## config.mk

```make
export PLATFORM = sky130hd
export DESIGN_NAME = rpb_report_builder
export DESIGN_NICKNAME = d
export VERILOG_FILES = /design/src/rpb_pkg.sv /design/src/rpb_report_builder.sv
export VERILOG_INCLUDE_DIRS = /design/src /design/src/src
export SDC_FILE = /design/constraint.sdc
export NUM_CORES = 2
export LEC_CHECK = 0
export BUFFER_PORTS_ARGS = -buffer_cell sky130_fd_sc_hd__buf_2
export CAP_MARGIN = 5
export CORE_MARGIN = 8
export CORE_UTILIZATION = 40
export DETAILED_ROUTE_END_ITERATION = 8
export SYNTH_ARGS = -nofsm -noshare
export SYNTH_HDL_FRONTEND = slang
export SYNTH_SLANG_ARGS = --single-unit
export TNS_END_PERCENT = 50
```

## constraint.sdc

```tcl
create_clock -name i_ref_clk -period 17 [get_ports i_ref_clk]
set_clock_uncertainty 0.05 [all_clocks]
set_input_delay 4.25 -clock i_ref_clk [delete_from_list [all_inputs] [get_ports i_ref_clk]]
set_output_delay 4.25 -clock i_ref_clk [all_outputs]
set_load 0.005 [all_outputs]
```

## src/rpb_defines.svh

```systemverilog
// Offsets, field positions, reset values and timing periods of the report builder
`ifndef RPB_DEFINES_SVH
`define RPB_DEFINES_SVH

`define RPB_REG_CTRL        8'h00
`define RPB_REG_STATUS      8'h04
`define RPB_REG_FLAGS       8'h08
`define RPB_REG_HW0         8'h0C
`define RPB_REG_TEMP        8'h10
`define RPB_REG_FREQ        8'h14
`define RPB_REG_TAGLEN      8'h18
`define RPB_REG_MS_NOW      8'h1C
`define RPB_REG_STAMP       8'h20
`define RPB_REG_TAG_BASE    8'h40

`define RPB_CTRL_START_BIT  0
`define RPB_CTRL_XCVR_BIT   1
`define RPB_STAT_BUSY_BIT   0
`define RPB_STAT_DONE_BIT   1
`define RPB_FLAG_MOD_BIT    0
`define RPB_FLAG_TAG_BIT    1

`define RPB_PKT_LEN         7'h40
`define RPB_POS_LAST        6'h3F
`define RPB_POS_CRC_HI      6'h3E
`define RPB_POS_PAY_END     6'h3D
`define RPB_POS_PAY_START   6'h0E
`define RPB_POS_HW_END      6'h19
`define RPB_POS_TAG_FIRST   6'h1A
`define RPB_HW_BYTES        16'h000C
`define RPB_TAG_FIRST_MAX   16'h0024
`define RPB_TAG_NEXT_MAX    16'h0030
`define RPB_MIN_INFLEN      16'h0003

`define RPB_VERSION         8'h01
`define RPB_RPT_TYPE        16'h0006
`define RPB_CRC_INIT        16'hFFFF
`define RPB_CRC_POLY        16'h1021
`define RPB_RST_BYTE        8'h00
`define RPB_RST_WORD        32'h0000_0000

`define RPB_MS_PERIOD_NS    1000000
`define RPB_CLK_PERIOD_NS   5

`endif

```

## src/rpb_pkg.sv

```systemverilog
// Types shared by the report builder
package rpb_pkg;
  typedef enum logic [0:0] {
    RPB_IDLE,
    RPB_SEND
  } rpb_state_t;
  typedef logic [7:0] rpb_byte_t;
endpackage

```

## src/rpb_report_builder.sv

```systemverilog
// Tag-access report packet builder with Avalon-MM register slave and byte stream out
// Operation
// - Phase low seven bits, signed -64..63
// - Phase byte bit seven always zero
// - Older transceiver flag zero gives zero phase
// - Temperature in hardware bytes three:two, signed
// - Frequency kHz in hardware bytes seven:four
// - CRC-16 over signature through padding
// - Packet opens with fixed four-byte signature
// - Every packet exactly sixty-four bytes long
// - Format version field equals one
// - Flag bit zero marks module error
// - Flag bit one marks tag error
// - Flag bits five to two zero
// - Flag bits seven:six hold padding count
// - Report kind field equals six
// - Payload word length never below three
// - Single fragment length is payload bytes/4
// - Hardware data at bytes fourteen to twenty-five
// - Report counter increments per packet
// - Millisecond stamp taken at access time
// - Fragment count field holds packet total
// - Fragment index field holds packet position
// - First fragment tag data from 26, max 36
// - Later fragments tag data from 14, max 48
// - Hardware first fragment, padding last fragment
`include "rpb_defines.svh"

module rpb_report_builder #(
  parameter int          TAG_MAX_BYTES = 128,
  parameter int          MS_CYCLES     = `RPB_MS_PERIOD_NS / `RPB_CLK_PERIOD_NS,
  // Arbitrary value, not tied to any maker
  parameter logic [31:0] SIGNATURE     = 32'h5250_4231
) (
  input  wire logic        i_ref_clk,
  input  wire logic        i_rst,
  input  wire logic [7:0]  i_avs_address,
  input  wire logic        i_avs_read,
  input  wire logic        i_avs_write,
  input  wire logic [31:0] i_avs_writedata,
  input  wire logic [3:0]  i_avs_byteenable,
  output logic      [31:0] o_avs_readdata,
  output logic             o_avs_waitrequest,
  output logic      [7:0]  o_pkt_data,
  output logic             o_pkt_valid,
  output logic             o_pkt_sop,
  output logic             o_pkt_eop,
  input  wire logic        i_pkt_ready
);

  localparam int TW = TAG_MAX_BYTES / 4;
  localparam int IW = $clog2(TW);

  if (TAG_MAX_BYTES % 4 != 0 || TAG_MAX_BYTES < 8 || TAG_MAX_BYTES > 188) begin : g_chk_tag
    $error("TAG_MAX_BYTES must be a multiple of 4 in 8..188");
  end
  if (MS_CYCLES < 1) begin : g_chk_ms
    $error("MS_CYCLES must be at least 1");
  end

  rpb_pkg::rpb_state_t state_ff;
  logic        wait_ff;
  logic [31:0] rdata_ff;
  logic        xcvr_ff;
  logic        mod_err_ff;
  logic        tag_err_ff;
  logic [7:0]  ant_ff;
  logic [6:0]  phase_ff;
  logic [15:0] temp_ff;
  logic [31:0] freq_ff;
  logic [7:0]  tag_len_ff;
  logic        done_ff;
  logic [15:0] seq_ff;
  logic [31:0] ms_div_ff;
  logic [31:0] millisecond_stamp_ff;
  logic [31:0] stamp_ff;
  logic [7:0]  frag_ff;
  logic [5:0]  pos_ff;
  logic [15:0] crc_ff;
  logic [31:0] tag_mem_ff [TW];
  logic [7:0]  data_ff;
  logic        valid_ff;
  logic        sop_ff;
  logic        eop_ff;

  function automatic logic [31:0] be_merge(input logic [31:0] old_v,
                                           input logic [31:0] new_v,
                                           input logic [3:0]  be);
    logic [31:0] r;
    r = old_v;
    for (int i = 0; i < 4; i++) begin
      if (be[i]) begin
        r[8*i +: 8] = new_v[8*i +: 8];
      end
    end
    return r;
  endfunction

  // Byte-wise CRC-16, MSB first
  function automatic logic [15:0] crc_step(input logic [15:0] c, input logic [7:0] d);
    logic [15:0] r;
    r = c ^ {d, 8'h00};
    for (int i = 0; i < 8; i++) begin
      r = r[15] ? ((r << 1) ^ `RPB_CRC_POLY) : (r << 1);
    end
    return r;
  endfunction

  // Bus handshake: every access waits exactly one cycle
  wire acc_go   = (i_avs_read | i_avs_write) & wait_ff;
  wire wr_go    = i_avs_write & ~wait_ff;
  wire busy     = (state_ff == rpb_pkg::RPB_SEND);
  wire wr_ok    = wr_go & ~busy;
  wire [7:0] ad = i_avs_address;

  wire tag_hit   = (ad >= `RPB_REG_TAG_BASE) &&
                   ({1'b0, ad} < 9'({1'b0, `RPB_REG_TAG_BASE}) + 9'(TAG_MAX_BYTES));
  wire [7:0] tag_off = ad - `RPB_REG_TAG_BASE;
  wire [IW-1:0] tag_idx = tag_off[IW+1:2];

  wire wr_ctrl   = wr_go & (ad == `RPB_REG_CTRL);
  wire wr_stat   = wr_go & (ad == `RPB_REG_STATUS);
  wire wr_flags  = wr_ok & (ad == `RPB_REG_FLAGS);
  wire wr_hw0    = wr_ok & (ad == `RPB_REG_HW0);
  wire wr_temp   = wr_ok & (ad == `RPB_REG_TEMP);
  wire wr_freq   = wr_ok & (ad == `RPB_REG_FREQ);
  wire wr_taglen = wr_ok & (ad == `RPB_REG_TAGLEN);
  wire wr_tag    = wr_ok & tag_hit;

  wire [31:0] m_ctrl  = be_merge({30'h0, xcvr_ff, 1'b0}, i_avs_writedata, i_avs_byteenable);
  wire [31:0] m_flags = be_merge({30'h0, tag_err_ff, mod_err_ff}, i_avs_writedata,
                                 i_avs_byteenable);
  wire [31:0] m_hw0   = be_merge({17'h0, phase_ff, ant_ff}, i_avs_writedata, i_avs_byteenable);
  wire [31:0] m_temp  = be_merge({16'h0, temp_ff}, i_avs_writedata, i_avs_byteenable);
  wire [31:0] m_freq  = be_merge(freq_ff, i_avs_writedata, i_avs_byteenable);
  wire [31:0] m_len   = be_merge({24'h0, tag_len_ff}, i_avs_writedata, i_avs_byteenable);
  wire [31:0] m_tag   = be_merge(tag_mem_ff[tag_idx], i_avs_writedata, i_avs_byteenable);
  wire [31:0] m_stat  = be_merge(32'h0, i_avs_writedata, i_avs_byteenable);

  // Over-long lengths clamp so the buffer is never read past its end
  wire [7:0] len_clamped = (m_len[7:0] > 8'(TAG_MAX_BYTES)) ? 8'(TAG_MAX_BYTES) : m_len[7:0];
  wire start_go = wr_ctrl & m_ctrl[`RPB_CTRL_START_BIT] & ~busy;

  // Payload sizes
  wire [1:0]  pad_cnt  = 2'(3'h4 - {1'b0, tag_len_ff[1:0]});
  wire [15:0] pad_len  = 16'(tag_len_ff) + 16'(pad_cnt);
  wire [15:0] rest_len = pad_len - `RPB_TAG_FIRST_MAX;
  wire [15:0] nfrag16  = (pad_len <= `RPB_TAG_FIRST_MAX) ? 16'h0001 :
                         16'h0001 + (rest_len + `RPB_TAG_NEXT_MAX - 16'h0001) /
                         `RPB_TAG_NEXT_MAX;
  wire [7:0]  nfrag    = nfrag16[7:0];
  wire        last_frag = (frag_ff + 8'h01 == nfrag);
  wire [7:0]  flag_byte = {pad_cnt, 4'h0, tag_err_ff, mod_err_ff};
  wire [7:0]  phase_byte = xcvr_ff ? {1'b0, phase_ff} : 8'h00;

  // Words of payload carried by fragment f
  function automatic logic [15:0] inflen(input logic [7:0] f);
    logic [15:0] b;
    logic [15:0] r;
    if (f == 8'h00) begin
      b = `RPB_HW_BYTES + ((pad_len < `RPB_TAG_FIRST_MAX) ? pad_len : `RPB_TAG_FIRST_MAX);
    end else begin
      r = rest_len - 16'(f - 8'h01) * `RPB_TAG_NEXT_MAX;
      b = (r < `RPB_TAG_NEXT_MAX) ? r : `RPB_TAG_NEXT_MAX;
    end
    b = b >> 2;
    return (b < `RPB_MIN_INFLEN) ? `RPB_MIN_INFLEN : b;
  endfunction

  function automatic logic [7:0] hw_byte(input logic [3:0] i);
    logic [7:0] r;
    case (i)
      4'h0:    r = ant_ff;
      4'h1:    r = phase_byte;
      4'h2:    r = temp_ff[7:0];
      4'h3:    r = temp_ff[15:8];
      4'h4:    r = freq_ff[7:0];
      4'h5:    r = freq_ff[15:8];
      4'h6:    r = freq_ff[23:16];
      4'h7:    r = freq_ff[31:24];
      4'h8:    r = stamp_ff[7:0];
      4'h9:    r = stamp_ff[15:8];
      4'hA:    r = stamp_ff[23:16];
      4'hB:    r = stamp_ff[31:24];
      default: r = 8'h00;
    endcase
    return r;
  endfunction

  // Byte at offset p of fragment f; checksum bytes are patched in later
  function automatic logic [7:0] build_byte(input logic [7:0] f, input logic [5:0] p);
    logic [15:0] t;
    logic [15:0] il;
    logic [31:0] w;
    logic [7:0]  r;
    il = inflen(f);
    t  = (f == 8'h00) ? 16'(p) - 16'(`RPB_POS_TAG_FIRST) :
         `RPB_TAG_FIRST_MAX + 16'(f - 8'h01) * `RPB_TAG_NEXT_MAX +
         16'(p) - 16'(`RPB_POS_PAY_START);
    w  = tag_mem_ff[t[IW+1:2]];
    r  = 8'h00;
    case (p)
      6'h00, 6'h01, 6'h02, 6'h03: r = SIGNATURE[8*(3 - int'(p)) +: 8];
      6'h04:   r = nfrag;
      6'h05:   r = f + 8'h01;
      6'h06:   r = `RPB_VERSION;
      6'h07:   r = flag_byte;
      6'h08:   r = 8'(`RPB_RPT_TYPE >> 8);
      6'h09:   r = 8'(`RPB_RPT_TYPE & 16'h00FF);
      6'h0A:   r = il[15:8];
      6'h0B:   r = il[7:0];
      6'h0C:   r = seq_ff[15:8];
      6'h0D:   r = seq_ff[7:0];
      default: begin
        if (f == 8'h00 && p <= `RPB_POS_HW_END) begin
          r = hw_byte(4'(p - `RPB_POS_PAY_START));
        end else if (p <= `RPB_POS_PAY_END && t < 16'(tag_len_ff)) begin
          r = w[8*t[1:0] +: 8];
        end
      end
    endcase
    return r;                                                              // padding reads zero
  endfunction

  // Next byte to present
  wire        hs       = valid_ff & i_pkt_ready;
  wire        pkt_end  = hs & (pos_ff == `RPB_POS_LAST);
  wire        frag_adv = pkt_end & ~last_frag;
  wire [7:0]  sel_f    = start_go ? 8'h00 : (frag_adv ? frag_ff + 8'h01 : frag_ff);
  wire [5:0]  sel_p    = (start_go | pkt_end) ? 6'h00 : pos_ff + 6'h01;
  wire [15:0] crc_nxt  = crc_step(crc_ff, data_ff);
  wire        crc_upd  = hs & (pos_ff <= `RPB_POS_PAY_END);
  wire [7:0]  body     = build_byte(sel_f, sel_p);
  wire [7:0]  nxt_data = (sel_p == `RPB_POS_CRC_HI) ? crc_nxt[15:8] :
                         (sel_p == `RPB_POS_LAST)   ? crc_ff[7:0]   : body;
  wire        load     = start_go | (hs & ~(pkt_end & last_frag));

  wire [31:0] rd_mux =
    (ad == `RPB_REG_CTRL)   ? {30'h0, xcvr_ff, 1'b0} :
    (ad == `RPB_REG_STATUS) ? {seq_ff, nfrag, 6'h0, done_ff, busy} :
    (ad == `RPB_REG_FLAGS)  ? {30'h0, tag_err_ff, mod_err_ff} :
    (ad == `RPB_REG_HW0)    ? {17'h0, phase_ff, ant_ff} :
    (ad == `RPB_REG_TEMP)   ? {16'h0, temp_ff} :
    (ad == `RPB_REG_FREQ)   ? freq_ff :
    (ad == `RPB_REG_TAGLEN) ? {24'h0, tag_len_ff} :
    (ad == `RPB_REG_MS_NOW) ? millisecond_stamp_ff :
    (ad == `RPB_REG_STAMP)  ? stamp_ff :
    tag_hit                 ? tag_mem_ff[tag_idx] : `RPB_RST_WORD;

  wire ms_tick = (ms_div_ff == 32'(MS_CYCLES - 1));

  always_ff @(posedge i_ref_clk or posedge i_rst) begin
    if (i_rst) begin
      wait_ff  <= 1'b1;
      rdata_ff <= `RPB_RST_WORD;
    end else begin
      wait_ff <= ~acc_go;
      if (acc_go & i_avs_read) begin
        rdata_ff <= rd_mux;
      end
    end
  end

  always_ff @(posedge i_ref_clk or posedge i_rst) begin
    if (i_rst) begin
      xcvr_ff    <= 1'b0;
      mod_err_ff <= 1'b0;
      tag_err_ff <= 1'b0;
      ant_ff     <= `RPB_RST_BYTE;
      phase_ff   <= 7'h00;
      temp_ff    <= 16'h0000;
      freq_ff    <= `RPB_RST_WORD;
      tag_len_ff <= `RPB_RST_BYTE;
    end else begin
      if (wr_ctrl & ~busy) begin
        xcvr_ff <= m_ctrl[`RPB_CTRL_XCVR_BIT];
      end
      if (wr_flags) begin
        mod_err_ff <= m_flags[`RPB_FLAG_MOD_BIT];
        tag_err_ff <= m_flags[`RPB_FLAG_TAG_BIT];
      end
      if (wr_hw0) begin
        ant_ff   <= m_hw0[7:0];
        phase_ff <= m_hw0[14:8];
      end
      if (wr_temp) begin
        temp_ff <= m_temp[15:0];
      end
      if (wr_freq) begin
        freq_ff <= m_freq;
      end
      if (wr_taglen) begin
        tag_len_ff <= len_clamped;
      end
    end
  end

  // Tag buffer has no reset; length gates every packet read of it, bus reads return it ungated
  always_ff @(posedge i_ref_clk) begin
    if (wr_tag) begin
      tag_mem_ff[tag_idx] <= m_tag;
    end
  end

  // Free-running millisecond count
  always_ff @(posedge i_ref_clk or posedge i_rst) begin
    if (i_rst) begin
      ms_div_ff            <= `RPB_RST_WORD;
      millisecond_stamp_ff <= `RPB_RST_WORD;
      stamp_ff             <= `RPB_RST_WORD;
    end else begin
      ms_div_ff <= ms_tick ? `RPB_RST_WORD : ms_div_ff + 32'h1;
      if (ms_tick) begin
        millisecond_stamp_ff <= millisecond_stamp_ff + 32'h1;
      end
      if (start_go) begin
        stamp_ff <= millisecond_stamp_ff;
      end
    end
  end

  always_ff @(posedge i_ref_clk or posedge i_rst) begin
    if (i_rst) begin
      state_ff <= rpb_pkg::RPB_IDLE;
      frag_ff  <= `RPB_RST_BYTE;
      pos_ff   <= 6'h00;
      crc_ff   <= `RPB_CRC_INIT;
      seq_ff   <= 16'h0000;
      done_ff  <= 1'b0;
      data_ff  <= `RPB_RST_BYTE;
      valid_ff <= 1'b0;
      sop_ff   <= 1'b0;
      eop_ff   <= 1'b0;
    end else begin
      if (pkt_end) begin
        seq_ff <= seq_ff + 16'h0001;
      end
      // Set beats a same-cycle clear
      if (pkt_end & last_frag) begin
        done_ff <= 1'b1;
      end else if (wr_stat & m_stat[`RPB_STAT_DONE_BIT]) begin
        done_ff <= 1'b0;
      end
      if (crc_upd) begin
        crc_ff <= crc_nxt;
      end else if (start_go | pkt_end) begin
        crc_ff <= `RPB_CRC_INIT;
      end
      if (load) begin
        data_ff <= nxt_data;
        frag_ff <= sel_f;
        pos_ff  <= sel_p;
        sop_ff  <= (sel_p == 6'h00);
        eop_ff  <= (sel_p == `RPB_POS_LAST);
      end
      case (state_ff)
        rpb_pkg::RPB_IDLE: begin
          if (start_go) begin
            state_ff <= rpb_pkg::RPB_SEND;
            valid_ff <= 1'b1;
          end
        end
        rpb_pkg::RPB_SEND: begin
          if (pkt_end & last_frag) begin
            state_ff <= rpb_pkg::RPB_IDLE;
            valid_ff <= 1'b0;
          end
        end
        default: begin
          state_ff <= rpb_pkg::RPB_IDLE;
          valid_ff <= 1'b0;
        end
      endcase
    end
  end

  assign o_avs_readdata    = rdata_ff;
  assign o_avs_waitrequest = wait_ff;
  assign o_pkt_data        = data_ff;
  assign o_pkt_valid       = valid_ff;
  assign o_pkt_sop         = sop_ff;
  assign o_pkt_eop         = eop_ff;

endmodule // rpb_report_builder

```

==> results.yml <==
clocking:
  cts.path.max_buffers: 3
  numCtsBuffers: 144
  clock-sinks: 1286
  path_clk_slew_ps: 60
  clock_tree.htree_level_count: 4
  cts_tree: "built"
  clock-root-buffer: "clkbuf_16"
  cts_hold_buf: 0
  post_cts_buffers: 0
  clock_latency_ps: 810
  cts_resized: 0
yosys:
  synth.distinct_cells: 110
  yosysWarnings: 0
  synth_top_area_cell: "edfxtp_1"
  ys_ff_latch: 1286
  syn_area_per_cell_um2: 13.18
  synth_area_um2: 65170
  async_reset_ff_frac: 0.2037
  yosys-top-cells-area: "edfxtp_1 (47%), mux4_2 (13%), dfrtp_1 (9.4%)"
  ys_seq_area_frac: 0.5728
  yosys_most_used_dff: "edfxtp_1"
  synth_top_cell_area_share: 0.4719
  netlist_instances: 4943
  syn_nets: 5050
  synth_edf_count: 1024
layout:
  nets: 5117
  synthToLayoutAreaGrowth_pct: 12.31
  final_cells: 7302
  final_core_util: 0.4512
  drive_above_1_share: 0.2029
timing:
  setup_violations: 0
  finalHoldViolations: 0
  max_freq_mhz: 66.61
  rsz0062_at_grt: "no"
  fin_crit_sh: 0.8831
  worst_slew_pin_slew_ps: 1376
  min_period_ps: 15010
  hold-worst-slack_ps: 417.4
  max_slew_margin: 0.07906
  slew_viol_final: 0
  fin_tns_setup_ps: 0
place:
  port_buffers: 92
  gp_congestion: 0.9834
  dp_cells: 7039
  hpwl_um: 160100
setup_path:
  cpMaxStageDelayCell: "nor4_1"
  cp_max_fo: 16
  worstPathArrival_ps: 15670
  worst_setup_path_end_kind: "register"
  critPathMaxStageDelay_ps: 830
  critPathTopFamily: "compound AO/OA/AOI/OAI gates"
  critPathLaunchType: "register"
  required_ps: 17650
  path_class: "register to register"
  crit_top_cell: "ha_1"
  reg2reg_slack_ps: 1990
  cp_num_buf_inv: 6
route:
  wirelength_um: 246100
  firstDrtPassIters: 9
  post_drt_wl_per_cell_um: 33.70
  ant_nets: 0
  drt_iter0_drc: 7685
  num_vias: 48390
  drc_errors: 0
  via_per_inst: 6.627
worst_hold_path:
  hp-class: "register to register"
floorplan:
  ioPinCount: 93
  die_h_um: 419.6
  core_area_um2: 162200
  dieArea_um2: 176100
  rows: 148
  start_util: 0.4017
  fp.dieW_um: 419.6
pwr:
  pwr-share-comb: 0.142
  power_density_nw_per_um2: 105.5
  p_leak_nw: 25.54
  clkPwrFrac: 0.402
  swShare: 0.2761
  internal_power_mw: 5.591
  p_sw_mw: 2.132
  seq_power_share: 0.456
  peakVddDrop_mv: 0.09422
global_routing:
  globalRoute.totalOverflow: 0
  grt_pass1_wl_um: 348100
  grt_pass1_vias: 46800
  track_usage: 0.2722
  grt_max_degree: 108
  antenna_found_initial: 10
job:
  cap_violations: 0
outcome:
  run_status: "finished, final reports clean"
-- cell usage after synthesis (39+ instances only) --
| cell | instances |
|---|---|
| a21oi_1 | 186 |
| a221oi_1 | 51 |
| a22oi_1 | 77 |
| a31oi_1 | 45 |
| and3_1 | 39 |
| buf_1 | 48 |
| buf_2 | 55 |
| clkbuf_1 | 187 |
| dfrtp_1 | 245 |
| edfxtp_1 | 1024 |
| ha_1 | 55 |
| inv_1 | 65 |
| mux2_2 | 114 |
| mux2i_1 | 101 |
| mux4_2 | 372 |
| nand2_1 | 715 |
| nand3_1 | 164 |
| nand4_1 | 46 |
| nor2_1 | 332 |
| nor3_1 | 66 |
| o21ai_0 | 141 |
| o221ai_1 | 50 |
| o22ai_1 | 86 |
| xnor2_1 | 117 |
| xor2_1 | 63 |
-- flip-flops by register name, summed over array words and instances (netlist names), 16 cells and up --
signal                cells
crc_ff                   16
tag_mem_ff             1024
o_avs_readdata           32
seq_ff                   16
millisecond_stamp_ff     32
temp_ff                  16
freq_ff                  32
ms_div_ff                32
stamp_ff                 32
-- area by class of cell --
| type | instances | area [µm²] |
|---|---|---|
| Tap cell | 2175 | 2721 |
| Clock inverter | 85 | 813.3 |
| Multi-Input combinational cell | 3277 | 26610 |
| Clock buffer | 176 | 3846 |
| Timing Repair Buffer | 229 | 1568 |
| Inverter | 72 | 297.8 |
| Antenna cell | 2 | 5.005 |
| Sequential cell | 1286 | 37330 |
| Fill cell | 14540 | 89030 |
-- placed cells by master, fill, tap and decap left out, drive strengths merged, types with 12 or more instances in the layout --
cell type / n
a211o: 12
a211oi: 20
a21o: 24
a21oi: 188
a221o: 12
a221oi: 52
a22o: 34
a22oi: 78
a31oi: 45
a32oi: 32
and2: 22
and3: 39
buf: 229
clkbuf: 176
clkinv: 64
dfrtp: 245
dfstp: 17
edfxtp: 1024
ha: 55
inv: 79
mux2: 117
mux2i: 103
mux4: 372
nand2: 717
nand2b: 14
nand3: 165
nand4: 46
nor2: 334
nor2b: 19
nor3: 68
nor4: 35
o211ai: 30
o21ai: 148
o221ai: 50
o22ai: 88
o31ai: 12
or3: 16
xnor2: 118
xor2: 63
-- cells by family (layout without fill, tap and decap cells) --
logic type / after synthesis / after routing / synth area share
and+or+nand+nor: 1505 / 1505 / 0.1010
DFF: 1286 / 1286 / 0.5728
AOI/OAI and AO/OA: 940 / 940 / 0.1004
muxes: 592 / 592 / 0.1648
buffers and inverters: 380 / 562 / 0.02465
xor gates and xnor gates: 182 / 182 / 0.02479
adders and majority gates: 58 / 58 / 0.01148
other: 0 / 2 / 0
-- layer usage --
layer	global-route usage	share of wire	vias up
met5	0	0.00020	-
met1	0.3559	0.37	24510
li1	-	-	19490
met3	0.07482	0.13	755
met4	0.1503	0.069	8
met2	0.4116	0.44	3620
-- per-stage QoR --
stage | power, mW | area [µm²] | setup slack [ps]
2_1_floorplan | 4.220 | 65170 | 5244
6_report | 7.724 | 73190 | 1987
5_1_grt | 7.912 | 73190 | 1357
3_3_place_gp | 4.643 | 68510 | 2389
4_1_cts | 7.722 | 73180 | 2428
3_5_place_dp | 4.649 | 68520 | 2513
-- power groups by stage --
stage / Clock (mW) / Sequential (mW) / Combinational [mW]
2_1_floorplan: 0 / 3.57 / 0.647
3_3_place_gp: 0 / 3.58 / 1.06
3_5_place_dp: 0 / 3.59 / 1.06
4_1_cts: 3.13 / 3.52 / 1.07
5_1_grt: 3.25 / 3.52 / 1.14
6_report: 3.11 / 3.52 / 1.09
-- worst paths after layout --
path / start / to / cells past startpoint
worst max-delay path: tag_len_ff[0]$_DFFE_PP0P_ / o_pkt_data[0]$_DFFE_PP0P_ / 48
worst min-delay path: ms_div_ff[31]$_DFF_PP0_ / ms_div_ff[31]$_DFF_PP0_ / 1
worst max register to register: tag_len_ff[0]$_DFFE_PP0P_ / o_pkt_data[0]$_DFFE_PP0P_ / 48
worst min register to register: ms_div_ff[31]$_DFF_PP0_ / ms_div_ff[31]$_DFF_PP0_ / 1
max in group asynchronous: i_rst / o_avs_readdata[7]$_DFFE_PP0P_ / 3
min in group asynchronous: i_rst / freq_ff[17]$_DFFE_PP0P_ / 2
-- worst register-to-register path, delay by kind of cell (launching register included) --
family / cells / cell delay (ps)
buffers and inverters: 6 / 1410
XOR/XNOR: 5 / 1160
multiplexers: 2 / 490
adder cells (fa/ha/maj): 7 / 2780
AO/OA/AOI/OAI: 17 / 5030
AND/OR/NAND/NOR: 11 / 3380
flip-flops: 1 / 570
No activity file was read; power rests on OpenSTA's default activity.
